[src/verilog/uim_regs.vh]
// Purpose: Register offsets, field positions, reset values and codes for the UART interrupt and modem block.
// Assumes: A 3-bit CPU register address with one byte per address.
// Notes:   Definitions only; included by the design files.
`ifndef UIM_REGS_VH
`define UIM_REGS_VH

// Register addresses on the 3-bit CPU bus.
`define UIM_ADDR_HOLD_RECV     3'h0
`define UIM_ADDR_INT_ENABLE    3'h1
`define UIM_ADDR_INT_IDENTITY  3'h2
`define UIM_ADDR_MODEM_CONTROL 3'h4
`define UIM_ADDR_LINE_STATUS   3'h5
`define UIM_ADDR_MODEM_STATUS  3'h6
`define UIM_ADDR_SCRATCH       3'h7

// Interrupt enable fields.
`define UIM_IE_RXDATA  0
`define UIM_IE_HOLD    1
`define UIM_IE_LINE    2
`define UIM_IE_MODEM   3
`define UIM_IE_WIDTH   4

// Modem control fields.
`define UIM_MC_TERM_READY 0
`define UIM_MC_REQ_SEND   1
`define UIM_MC_AUX1       2
`define UIM_MC_AUX2       3
`define UIM_MC_LOOP       4
`define UIM_MC_WIDTH      5

// Modem status change fields; the current-state fields sit four bits higher.
`define UIM_MS_CTS_CHG  0
`define UIM_MS_DSR_CHG  1
`define UIM_MS_RING_END 2
`define UIM_MS_DCD_CHG  3

// Identification codes in bits 2:0 of the identity register.
`define UIM_ID_NONE   3'h1
`define UIM_ID_LINE   3'h6
`define UIM_ID_RXDATA 3'h4
`define UIM_ID_HOLD   3'h2
`define UIM_ID_MODEM  3'h0

// Reset values.
`define UIM_RST_IE    4'h0
`define UIM_RST_MC    5'h00
`define UIM_RST_SCR   8'h00
`define UIM_RST_BYTE  8'h00

`endif

[src/verilog/placeholder_unused.v]
`timescale 1ns/100ps
`default_nettype none
`default_nettype wire

[src/verilog/uim_sync2.v]
// Purpose: Two-flip-flop synchroniser for pin inputs.
// Assumes: Inputs are asynchronous levels; outputs are used on clk.
// Notes:   The first stage is read only by the second stage.
`timescale 1ns/100ps
`default_nettype none

module uim_sync2 #(
  parameter WIDTH = 1,
  parameter [WIDTH-1:0] INIT = {WIDTH{1'b1}}
) (
  input  wire             clk,
  input  wire             arst_n,
  input  wire [WIDTH-1:0] din,
  output reg  [WIDTH-1:0] dout
);

  reg [WIDTH-1:0] meta_q;

  // Both stages reset to the idle pin level so no change is seen at reset release.
  always @(posedge clk or negedge arst_n) begin
    if (!arst_n) begin
      meta_q <= INIT;
      dout   <= INIT;
    end else begin
      meta_q <= din;
      dout   <= meta_q;
    end
  end

endmodule

`default_nettype wire

[src/verilog/uim_core.v]
// Purpose: Interrupt priority, interrupt enable, modem control, loopback, modem status and scratch registers.
// Assumes: CPU strobes are synchronous to clk; modem and serial pins are asynchronous.
// Notes:   Read side effects take place at the end of a read access, when the read strobe falls.
//          Read data decodes only this block's registers; other addresses read zero here.
`timescale 1ns/100ps
`default_nettype none

`include "uim_regs.vh"

// Function
// - Pending interrupts rank: line status, received data, holding empty, modem status.
// - Identity bits 2:1 give 11, 10, 01, 00 for those four sources.
// - Identity bit 0 is low while an enabled interrupt pends, else reads 001.
// - Identity register bits 3 to 7 always read zero.
// - Identity indication is frozen during its read; new events still latch.
// - Holding-empty interrupt clears on identity read as source, or holding write.
// - Enable bits 0..3 gate received data, holding empty, line, modem.
// - Enable register bits 4 to 7 always read zero.
// - Any enabled pending source drives the interrupt output; all disabled silences it.
// - Disabled sources stay out of identity and output; status still updates.
// - Control bit 0 drives terminal-ready pin inverted.
// - Control bits 1..3 drive request-to-send and auxiliaries, also inverted.
// - Loopback holds serial output marking and feeds transmit shift into receive.
// - Loopback disconnects modem inputs, routes control bits in, pins go high.
// - Loopback modem interrupts come from control bits 0-3, still enable-gated.
// - Modem control bits 5 to 7 always read zero.
// - Status bits 0,1,3 set on clear-to-send, set-ready, carrier changes; read clears.
// - Status bit 2 sets when the ring input rises low to high.
// - Any set modem change bit raises the modem interrupt condition.
// - Status bits 4-7 show inverted modem inputs, or control bits in loopback.
// - An 8-bit scratch register holds software data with no other effect.
// - Overrun, parity, framing or break events raise the line status interrupt.
// - Holding-empty sets on move to shift register, clears on holding write.
module uim_core (
  input  wire       clk,
  input  wire       arst_n,
  input  wire [2:0] busAddr,
  input  wire       busRd,
  input  wire       busWr,
  input  wire [7:0] busWrData,
  output reg  [7:0] busRdData_q,
  output reg        interruptOutput_q,
  input  wire [3:0] lineErrEvent,
  input  wire       rxDataEvent,
  input  wire       holdToShiftEvent,
  output reg        holdingEmpty_q,
  input  wire       transmitShiftOut,
  output reg        receiveShiftIn_q,
  input  wire       serialIn,
  output reg        serialOut_q,
  input  wire       clearToSend_n,
  input  wire       setReady_n,
  input  wire       ringIndicator_n,
  input  wire       carrierDetect_n,
  output reg        terminalReady_n_q,
  output reg        requestToSend_n_q,
  output reg        aux1_n_q,
  output reg        aux2_n_q
);

  // Synchronised pin levels: cts, dsr, ri, dcd, serial in.
  // Index 4 is the serial input; 0 to 3 are the modem lines in status order.
  wire [4:0] pinSync;

  // Register state. Line and receive conditions are flags set by datapath pulses,
  // so this block needs no copy of the datapath's status bits.
  reg [`UIM_IE_WIDTH-1:0] interruptEnable_q;
  reg [`UIM_MC_WIDTH-1:0] modemControl_q;
  reg [7:0]               scratchStore_q;
  reg [3:0]               modemChange_q;
  reg [3:0]               modemPrev_q;
  reg                     linePend_q;
  reg                     rxDataPend_q;
  reg                     holdPend_q;
  reg [2:0]               identity_q;
  reg                     rdPrev_q;
  reg [2:0]               rdAddr_q;

  // Combinational helpers.
  // None of them reads a pin directly; pins go through the synchroniser first.
  reg  [3:0] modemNow;
  reg  [2:0] identityNext;
  reg  [7:0] rdMux;
  wire       loopOn;
  wire       readDone;
  wire       identityBusy;
  wire       holdWrite;
  wire [3:0] enabledPend;
  wire       ringFall;
  wire [3:0] modemChangeSet;
  wire       lineStatusRead;
  wire       receiveRead;
  wire       identityRead;
  wire       modemStatusRead;
  wire       holdIdClear;

  // One synchroniser bank for every asynchronous pin input.
  // The two stages delay a pin edge by two cycles before any change bit sees it.
  uim_sync2 #(
    .WIDTH (5),
    .INIT  (5'h1f)
  ) uPinSync (
    .clk    (clk),
    .arst_n (arst_n),
    .din    ({serialIn, carrierDetect_n, ringIndicator_n, setReady_n, clearToSend_n}),
    .dout   (pinSync)
  );

  assign loopOn = modemControl_q[`UIM_MC_LOOP];

  // The access ends when the read strobe falls; side effects use the latched address.
  assign readDone     = rdPrev_q & ~busRd;
  assign identityBusy = busRd & (busAddr == `UIM_ADDR_INT_IDENTITY);
  assign holdWrite    = busWr & (busAddr == `UIM_ADDR_HOLD_RECV);

  // End-of-access strobes, one for each register whose read has a side effect.
  assign lineStatusRead  = readDone & (rdAddr_q == `UIM_ADDR_LINE_STATUS);
  assign receiveRead     = readDone & (rdAddr_q == `UIM_ADDR_HOLD_RECV);
  assign identityRead    = readDone & (rdAddr_q == `UIM_ADDR_INT_IDENTITY);
  assign modemStatusRead = readDone & (rdAddr_q == `UIM_ADDR_MODEM_STATUS);

  // Identity is still frozen at this edge, so it names the source that was read.
  assign holdIdClear = identityRead & (identity_q == `UIM_ID_HOLD);

  // Track the read strobe and its address for end-of-access effects.
  // Waiting for the strobe to fall means a read held for several cycles acts once,
  // and the clear always matches the byte that the CPU took.
  always @(posedge clk or negedge arst_n) begin
    if (!arst_n) begin
      rdPrev_q <= 1'b0;
      rdAddr_q <= 3'h0;
    end else begin
      rdPrev_q <= busRd;
      if (busRd) begin
        rdAddr_q <= busAddr;
      end
    end
  end

  // Current modem line state as seen by software, active high.
  // In loopback the pins are ignored and the control bits stand in for them.
  // Entering or leaving loopback can itself set change bits, as the source swaps.
  always @* begin
    if (loopOn) begin
      modemNow[0] = modemControl_q[`UIM_MC_REQ_SEND];
      modemNow[1] = modemControl_q[`UIM_MC_TERM_READY];
      modemNow[2] = modemControl_q[`UIM_MC_AUX1];
      modemNow[3] = modemControl_q[`UIM_MC_AUX2];
    end else begin
      modemNow = ~pinSync[3:0];
    end
  end

  // A ring pin rising low to high is the complemented state falling.
  assign ringFall = modemPrev_q[2] & ~modemNow[2];

  // Change events of this cycle, one per change bit.
  assign modemChangeSet[`UIM_MS_CTS_CHG]  = modemPrev_q[0] ^ modemNow[0];
  assign modemChangeSet[`UIM_MS_DSR_CHG]  = modemPrev_q[1] ^ modemNow[1];
  assign modemChangeSet[`UIM_MS_RING_END] = ringFall;
  assign modemChangeSet[`UIM_MS_DCD_CHG]  = modemPrev_q[3] ^ modemNow[3];

  // Modem change bits: a new change wins over a clear by the same read.
  // A bit stays set until read, however often its line toggles meanwhile.
  always @(posedge clk or negedge arst_n) begin
    if (!arst_n) begin
      modemPrev_q   <= 4'h0;
      modemChange_q <= 4'h0;
    end else begin
      modemPrev_q <= modemNow;
      if (modemStatusRead) begin
        modemChange_q <= modemChangeSet;
      end else begin
        modemChange_q <= modemChange_q | modemChangeSet;
      end
    end
  end

  // Line status interrupt condition: any receive error event sets it.
  // Only a line status read clears it; a write there is a test path and has no effect here.
  always @(posedge clk or negedge arst_n) begin
    if (!arst_n) begin
      linePend_q <= 1'b0;
    end else if (|lineErrEvent) begin
      linePend_q <= 1'b1;
    end else if (lineStatusRead) begin
      linePend_q <= 1'b0;
    end
  end

  // Received data condition: set by a new character, cleared by a buffer read.
  // A character landing as the buffer is read keeps the condition set.
  always @(posedge clk or negedge arst_n) begin
    if (!arst_n) begin
      rxDataPend_q <= 1'b0;
    end else if (rxDataEvent) begin
      rxDataPend_q <= 1'b1;
    end else if (receiveRead) begin
      rxDataPend_q <= 1'b0;
    end
  end

  // Holding-empty status and interrupt; a move into the shift register wins a same-cycle clear.
  // The status resets to one, but the interrupt waits for a real move.
  always @(posedge clk or negedge arst_n) begin
    if (!arst_n) begin
      holdingEmpty_q <= 1'b1;
      holdPend_q     <= 1'b0;
    end else if (holdToShiftEvent) begin
      holdingEmpty_q <= 1'b1;
      holdPend_q     <= 1'b1;
    end else begin
      if (holdWrite) begin
        holdingEmpty_q <= 1'b0;
      end
      if (holdWrite) begin
        holdPend_q <= 1'b0;
      end else if (holdIdClear) begin
        holdPend_q <= 1'b0;
      end
    end
  end

  // Gate each source by its enable bit before it can be reported.
  // Index order is priority order, which the encoder below relies on.
  assign enabledPend[0] = linePend_q   & interruptEnable_q[`UIM_IE_LINE];
  assign enabledPend[1] = rxDataPend_q & interruptEnable_q[`UIM_IE_RXDATA];
  assign enabledPend[2] = holdPend_q   & interruptEnable_q[`UIM_IE_HOLD];
  assign enabledPend[3] = (|modemChange_q) & interruptEnable_q[`UIM_IE_MODEM];

  // Fixed priority encoder; disabled sources never appear.
  // Earlier tests win, so a lower source waits until the higher ones clear.
  always @* begin
    if (enabledPend[0]) begin
      identityNext = `UIM_ID_LINE;
    end else if (enabledPend[1]) begin
      identityNext = `UIM_ID_RXDATA;
    end else if (enabledPend[2]) begin
      identityNext = `UIM_ID_HOLD;
    end else if (enabledPend[3]) begin
      identityNext = `UIM_ID_MODEM;
    end else begin
      identityNext = `UIM_ID_NONE;
    end
  end

  // The reported code holds still while software is reading it, so the byte it
  // gets and the clear it triggers agree; sources keep latching meanwhile.
  // The output flag is not frozen, so a new source may raise it during the read.
  always @(posedge clk or negedge arst_n) begin
    if (!arst_n) begin
      identity_q        <= `UIM_ID_NONE;
      interruptOutput_q <= 1'b0;
    end else begin
      if (!identityBusy) begin
        identity_q <= identityNext;
      end
      interruptOutput_q <= |enabledPend;
    end
  end

  // Writable registers; a write to the identity address falls through untouched.
  // Datapath addresses fall to the default too; narrow registers keep only low bits.
  always @(posedge clk or negedge arst_n) begin
    if (!arst_n) begin
      interruptEnable_q <= `UIM_RST_IE;
      modemControl_q    <= `UIM_RST_MC;
      scratchStore_q    <= `UIM_RST_SCR;
    end else if (busWr) begin
      case (busAddr)
        `UIM_ADDR_INT_ENABLE: begin
          interruptEnable_q <= busWrData[`UIM_IE_WIDTH-1:0];
        end
        `UIM_ADDR_MODEM_CONTROL: begin
          modemControl_q <= busWrData[`UIM_MC_WIDTH-1:0];
        end
        `UIM_ADDR_SCRATCH: begin
          scratchStore_q <= busWrData;
        end
        default: begin
          scratchStore_q <= scratchStore_q;
        end
      endcase
    end
  end

  // Read data for this block's registers; other addresses belong to the datapath and read zero here.
  // The status byte shows the live line state above the sticky change bits.
  always @* begin
    case (busAddr)
      `UIM_ADDR_INT_IDENTITY:  rdMux = {5'h00, identity_q};
      `UIM_ADDR_INT_ENABLE:    rdMux = {4'h0, interruptEnable_q};
      `UIM_ADDR_MODEM_CONTROL: rdMux = {3'h0, modemControl_q};
      `UIM_ADDR_MODEM_STATUS:  rdMux = {modemNow[3], modemNow[2], modemNow[1], modemNow[0],
                                        modemChange_q};
      `UIM_ADDR_SCRATCH:       rdMux = scratchStore_q;
      default:                 rdMux = `UIM_RST_BYTE;
    endcase
  end

  // Read data is registered each cycle the strobe is high and parks at zero otherwise.
  // Parking at zero keeps a stale byte off the bus once the access ends.
  always @(posedge clk or negedge arst_n) begin
    if (!arst_n) begin
      busRdData_q <= `UIM_RST_BYTE;
    end else if (busRd) begin
      busRdData_q <= rdMux;
    end else begin
      busRdData_q <= `UIM_RST_BYTE;
    end
  end

  // Modem control pins are active low; loopback parks them at the inactive high level.
  // The control bits are kept in loopback, so leaving it restores the pins at once.
  always @(posedge clk or negedge arst_n) begin
    if (!arst_n) begin
      terminalReady_n_q <= 1'b1;
      requestToSend_n_q <= 1'b1;
      aux1_n_q          <= 1'b1;
      aux2_n_q          <= 1'b1;
    end else begin
      terminalReady_n_q <= loopOn | ~modemControl_q[`UIM_MC_TERM_READY];
      requestToSend_n_q <= loopOn | ~modemControl_q[`UIM_MC_REQ_SEND];
      aux1_n_q          <= loopOn | ~modemControl_q[`UIM_MC_AUX1];
      aux2_n_q          <= loopOn | ~modemControl_q[`UIM_MC_AUX2];
    end
  end

  // Serial loopback path; costs one cycle of latency in each direction, far below a bit time.
  // The serial pin is ignored in loopback, so line noise cannot reach the receiver.
  always @(posedge clk or negedge arst_n) begin
    if (!arst_n) begin
      serialOut_q      <= 1'b1;
      receiveShiftIn_q <= 1'b1;
    end else begin
      serialOut_q      <= loopOn | transmitShiftOut;
      receiveShiftIn_q <= loopOn ? transmitShiftOut : pinSync[4];
    end
  end

endmodule

`default_nettype wire

[config.mk]
export PLATFORM = sky130hd
export DESIGN_NAME = uim_core
export DESIGN_NICKNAME = d
export VERILOG_FILES = /design/src/verilog/placeholder_unused.v /design/src/verilog/uim_sync2.v /design/src/verilog/uim_core.v
export VERILOG_INCLUDE_DIRS = /design/src /design/src/verilog
export SDC_FILE = /design/constraint.sdc
export NUM_CORES = 1
export LEC_CHECK = 0
export BUFFER_PORTS_ARGS = -buffer_cell sky130_fd_sc_hd__buf_4
export CAP_MARGIN = 20
export CORE_MARGIN = 4
export CORE_UTILIZATION = 35
export CTS_CLUSTER_SIZE = 30
export DETAILED_ROUTE_END_ITERATION = 8
export GPL_TIMING_DRIVEN = 1
export MAX_ROUTING_LAYER = met4
export PLACE_DENSITY = 0.55
export SYNTH_ARGS = -nofsm -noshare
export SYNTH_HDL_FRONTEND = slang
export SYNTH_SLANG_ARGS = --single-unit
[constraint.sdc]
create_clock -name clk -period 1.7 [get_ports clk]
set_clock_uncertainty 0.15 [all_clocks]
set_input_delay 0.085 -clock clk [delete_from_list [all_inputs] [get_ports clk]]
set_output_delay 0.085 -clock clk [all_outputs]
set_load 0.05 [all_outputs]
Word level (Yosys, flattened, before mapping). Cells that the tools add are included.

Register bits after elaboration: 61. Input port bits: 27. Output and inout port bits: 16. Logic and storage cells: 90.

Equality and inequality tests: 9. Muxes and demuxes: 18. Bitwise gates (word level): 29. Reduce and logical (&&, ||, !) cells: 12.

Operator list (count): case mux 8 bit (5 select lines) (1); == test 3 bit, second input constant (5); bitwise AND 1 bit (13); OR reduction 4 bit (3); 2-to-1 mux 1 bit (11); == test 3 x 2 -> 1 bit, second input constant (3); 2-to-1 mux 4 bit (2); 2-to-1 mux 8 bit (1); zero test 3 bit (2); 2-to-1 mux 3 bit (2); inverter 1 bit (6); AND reduction 2 bit (3); nonzero test 2 bit (3); OR 1 bit (5); inverter 4 bit (1); OR 4 bit (1); == test 3 x 1 -> 1 bit, second input constant (1); nonzero test 3 bit (1); bitwise XOR 1 bit (3); 2-to-1 mux 2 bit (1).

Logic depth before layout (Yosys ltp).
Word-level depth: 7. Gate-level depth with buffers: 5.

Hierarchy. Synthesis repeated with hierarchy kept, for this count alone.

Cells, all modules: 201. Area total of the unflattened synthesis: 2529.9 µm².

By module, submodules not included: uim_core (times used 1, cells each 191, area an instance 2267.2 µm², sequential area each 1286.2 µm²); uim_sync2 (times used 1, cells each 10, area an instance 262.8 µm², sequential area each 262.8 µm²).

Least setup slack after synthesis. OpenSTA, ideal clock, no wires.

Path type: register to register. Start: reg rdAddr_q[0]. End: reg holdPend_q. Setup time: 0.120 ns. Data arrival time: 1.177 ns. Setup slack: 0.253 ns. Stages on the path, launching flop included: 4. Buffers on the path: 0. Cell sequence: dfrtp_1 nand2b_1 or4_1 a31o_1.

Cells in the longest elaborated chain, start to end: 4.

RTL lines: start: declaration (RTL line uim_core.v:77) `reg [2:0] rdAddr_q;`; start signal: assignment (RTL line uim_core.v:135) `rdAddr_q <= busAddr;`; == test 3 x 2 -> 1 bit (no source line); bitwise AND 1 bit (RTL line uim_core.v:119) `` assign identityRead = readDone & (rdAddr_q == `UIM_ADDR_INT_IDENTITY); ``; bitwise AND 1 bit (RTL line uim_core.v:123) `` assign holdIdClear = identityRead & (identity_q == `UIM_ID_HOLD); ``; nonzero test 3 bit (no source line); end signal: assignment (RTL line uim_core.v:208) `holdPend_q <= 1'b0;`; end signal: assignment (RTL line uim_core.v:211) `holdPend_q <= 1'b1;`; end signal: assignment (RTL line uim_core.v:217) `holdPend_q <= 1'b0;`; end: declaration (RTL line uim_core.v:74) `reg holdPend_q;`.

Every way passes these cells. A chain may end at the register's enable or synchronous reset.

Final worst setup path.
Start: in busAddr[0]. End: reg scratchStore_q[7].

Cells in the longest elaborated chain, start to end: 2.

RTL lines: start: declaration (RTL line uim_core.v:37) `input wire [2:0] busAddr,`; == test 3 bit (RTL line uim_core.v:270) `case (busAddr)`; AND reduction 2 bit (no source line); end signal: assignment (RTL line uim_core.v:268) `` scratchStore_q <= `UIM_RST_SCR; ``; end signal: assignment (RTL line uim_core.v:278) `scratchStore_q <= busWrData;`; end signal: assignment (RTL line uim_core.v:281) `scratchStore_q <= scratchStore_q;`; end: declaration (RTL line uim_core.v:69) `reg [7:0] scratchStore_q;`.

Every way passes these cells.

==> summary.txt <==
Outcome
  – Status: finished clean

Global routing
  – Total gr overflow: 0
  – Vias in the first global route: 1771
  – Initial antenna violation count: 0
  – First-pass GRT wire length: 9.17 mm
  – GRT Total Usage: 14.5%
  – Largest net degree at the start of global routing: 41

Finish
  – Antenna Cells: 0
  – Final Cell Area: 3350 um2
  – Post-layout util: 48.5%
  – Share of cells above drive strength 1: 37.5%
  – Post-Layout Cell Count: roughly 370
  – Layout Nets: roughly 300
  – Synth-to-Final Area Change: 32.7%

STA
  – Unrepaired setup endpoints after global routing: no
  – Final worst path period share: 93.1%
  – TNS Setup: 0 ps
  – Setup WS post-layout: 117 ps
  – Fin crit period: about 1600 ps
  – Hold WS: ~24 ps
  – Final Setup Violations: 0
  – Max Fclk: 0.632 GHz
  – Actual slew at the worst max-slew pin: 372 ps
  – Hold Fails Final Rpt: 0
  – Headroom to the max-slew limit: 74.9%
  – Final Max Slew Viols: 0

Floorplanning
  – Starting Density: 36.5%
  – I/O pins: 43
  – Placement Rows: 30
  – Die Wd: 92.9 um
  – DIE AREA: 8630 um2
  – Vert. Die Dim: 92.9 um
  – Core region area: 6910 um2

Route
  – Pre-Repair DR Iteration Count: 4
  – Routed len/inst: 14.5 um
  – DR DRC count: 0
  – DR vias: 1792
  – Iter 0 DRT Violations: 112
  – Vias per cell: 4.80
  – Post-Route WL: roughly 5.4 mm
  – ANT nets after route: 0

Clock tree
  – Longest Clk Path Bufs: 2
  – Sink Count: 61
  – Clock Latency Late Sink: 340 ps
  – H-Tree Depth: 3
  – CTS tree: yes
  – Clock transition at path regs: 70 ps
  – Num CTS Buffers: 9
  – # resized after CTS: 0
  – Root Driver: clkbuf_8
  – Post-CTS Setup Inserts: 0

Synth
  – Synth area leaders: dfrtp_1, dfstp_2, mux2_2
  – Post-synth top area cell: dfrtp_1
  – Most instantiated cells after synthesis: dfrtp_1, mux2_2, dfstp_2, o21ai_0, nand2_1
  – Post-Synthesis Cell Area: 2520 um2
  – Fraction of the yosys area taken by sequential cells: about three fifths
  – EDFF count, synth: 0
  – Gate count after technology mapping: 205
  – Distinct cells, synth: 42
  – Synth Area per Inst: 12.3 um2
  – Yosys warning count: 0
  – Syn_nets: 232
  – Top-count cell post-synth: dfrtp_1
  – Share of Yosys cell area claimed by the top area cell type: 42.6%
  – Register bit total from synthesis: 61
  – Asr flop ratio synth: 100%
  – Top_reg_cell synth: dfrtp_1

Place
  – Pre-CTS WS: 205 ps
  – IO Port Bufs: 42
  – Post-DP HPWL: 3.67 mm
  – Placed Cells: 334
  – Post-place instance area: 2920 um2
  – Final GP Congestion: 0.730

Critical path
  – Crit path arrival time: 1650 ps
  – Critical path, cell by cell: dlygate4sd3_1 > buf_4 > nand4_2 > mux2_2
  – Worst Path Class, Setup: in2reg
  – Max stage delay on crit path: 530 ps
  – Worst-path maximum fanout: 28
  – CP required: 1770 ps
  – Worst path slowest cell: dlygate4sd3_1
  – Setup crit start kind: primary input
  – Crit end category: register

Power
  – Power Density: 1140 nW/um2
  – Total power: 3.83 mW
  – Maximum vdd drop: 0.577 mV
  – Leak Pwr: ~1.4 nW

Min path
  – Min-delay worst type: in2async

Job
  – Max Cap Viol: 0
==> placed cells by master (no fill, tap or decap), types with 2 or more instances in the layout <==
cell type,netlist,routed
nor3b_1,3,3
nand2b_1,3,3
nand2_1,16,16
clkinvlp_4,0,3
a21oi_1,5,5
nand4bb_1,2,2
inv_1,9,9
mux2_2,19,19
buf_4,3,42
nand3_1,8,8
and2_1,2,2
or2_2,3,3
nor3_1,4,4
o211ai_1,2,2
and4bb_2,2,2
dfrtp_1,43,43
dfstp_2,18,18
dlygate4sd3_1,0,23
nor2b_1,6,6
o21ai_0,18,18
clkbuf_8,0,10
clkinv_2,0,2
and3_1,3,3
nor2_1,3,3
mux2i_1,3,3
a22oi_1,3,3
o41ai_1,3,3
or3_1,3,3
==> power by group <==
| part | total, mW | internal, mW | switching (mW) |
|---|---|---|---|
| combinational | 0.722 | 0.326 | 0.396 |
| sequential | 1.83 | 1.68 | 0.142 |
| clock | 1.28 | 0.710 | 0.567 |
| total | 3.83 | 2.72 | 1.11 |
==> cell type report <==
type,count,area [um2]
sequential,61,1550
tap,96,120
fill,661,3560
multi-input combinational,125,881
clock inverter,6,62.6
timing repair buffer,66,566
clock buffer,10,138
inverter,9,33.8
==> path summary, 6_finish.rpt <==
kind | endpoint | slack [ps] | from | depth (start not counted)
max in group asynchronous | uPinSync.meta_q[4] | 800 | arst_n | 3
hold / removal | interruptEnable_q[2] | 20 | arst_n | 2
min in group clk | holdingEmpty_q | 70 | busWr | 3
setup / recovery | scratchStore_q[7] | 120 | busAddr[0] | 4
hold reg to reg | uPinSync.dout[4] | 200 | uPinSync.meta_q[4] | 0
setup reg to reg | holdPend_q | 210 | rdAddr_q[0] | 3
==> per-layer routing <==
layer  GRT usage [%]  vias up  share of wire, %
li1                -      862                 -
met1            19.0      886                45
met2            20.8       37                48
met3            4.79        7               5.0
met4            5.86        0               1.8
met5               -        -                 0
==> repair_timing <==
action,CTS,global route
hold endpoints to repair,83,0
setup endpoints to repair,0,0
hold buffers,23,0
==> sequential cells by signal, summed over array words and instances, names as in the netlist <==
signal,flops
busRdData_q,8
scratchStore_q,8
modemControl_q,5
uPinSync.dout,5
uPinSync.meta_q,5
interruptEnable_q,4
modemChange_q,4
modemPrev_q,4
identity_q,3
rdAddr_q,3
aux1_n_q,1
aux2_n_q,1
holdPend_q,1
holdingEmpty_q,1
interruptOutput_q,1
linePend_q,1
rdPrev_q,1
receiveShiftIn_q,1
requestToSend_n_q,1
rxDataPend_q,1
serialOut_q,1
terminalReady_n_q,1
==> worst max-delay path: cells and delay by family <==
kind | cells | cell delay [ps]
buffers and inverters | 2 | 820
AND/OR/NAND/NOR | 1 | 370
multiplexers | 1 | 380
==> cell families after synthesis <==
| group | Yosys count | share of synthesized area [%] |
|---|---|---|
| compound gates | 38 | 9.57 |
| flops | 61 | 61.4 |
| xor+xnor | 1 | 0.347 |
| mux | 22 | 9.67 |
| buf+inv | 19 | 3.72 |
| simple gates | 64 | 15.3 |
Note: power is estimated with default switching activity, not from simulation.
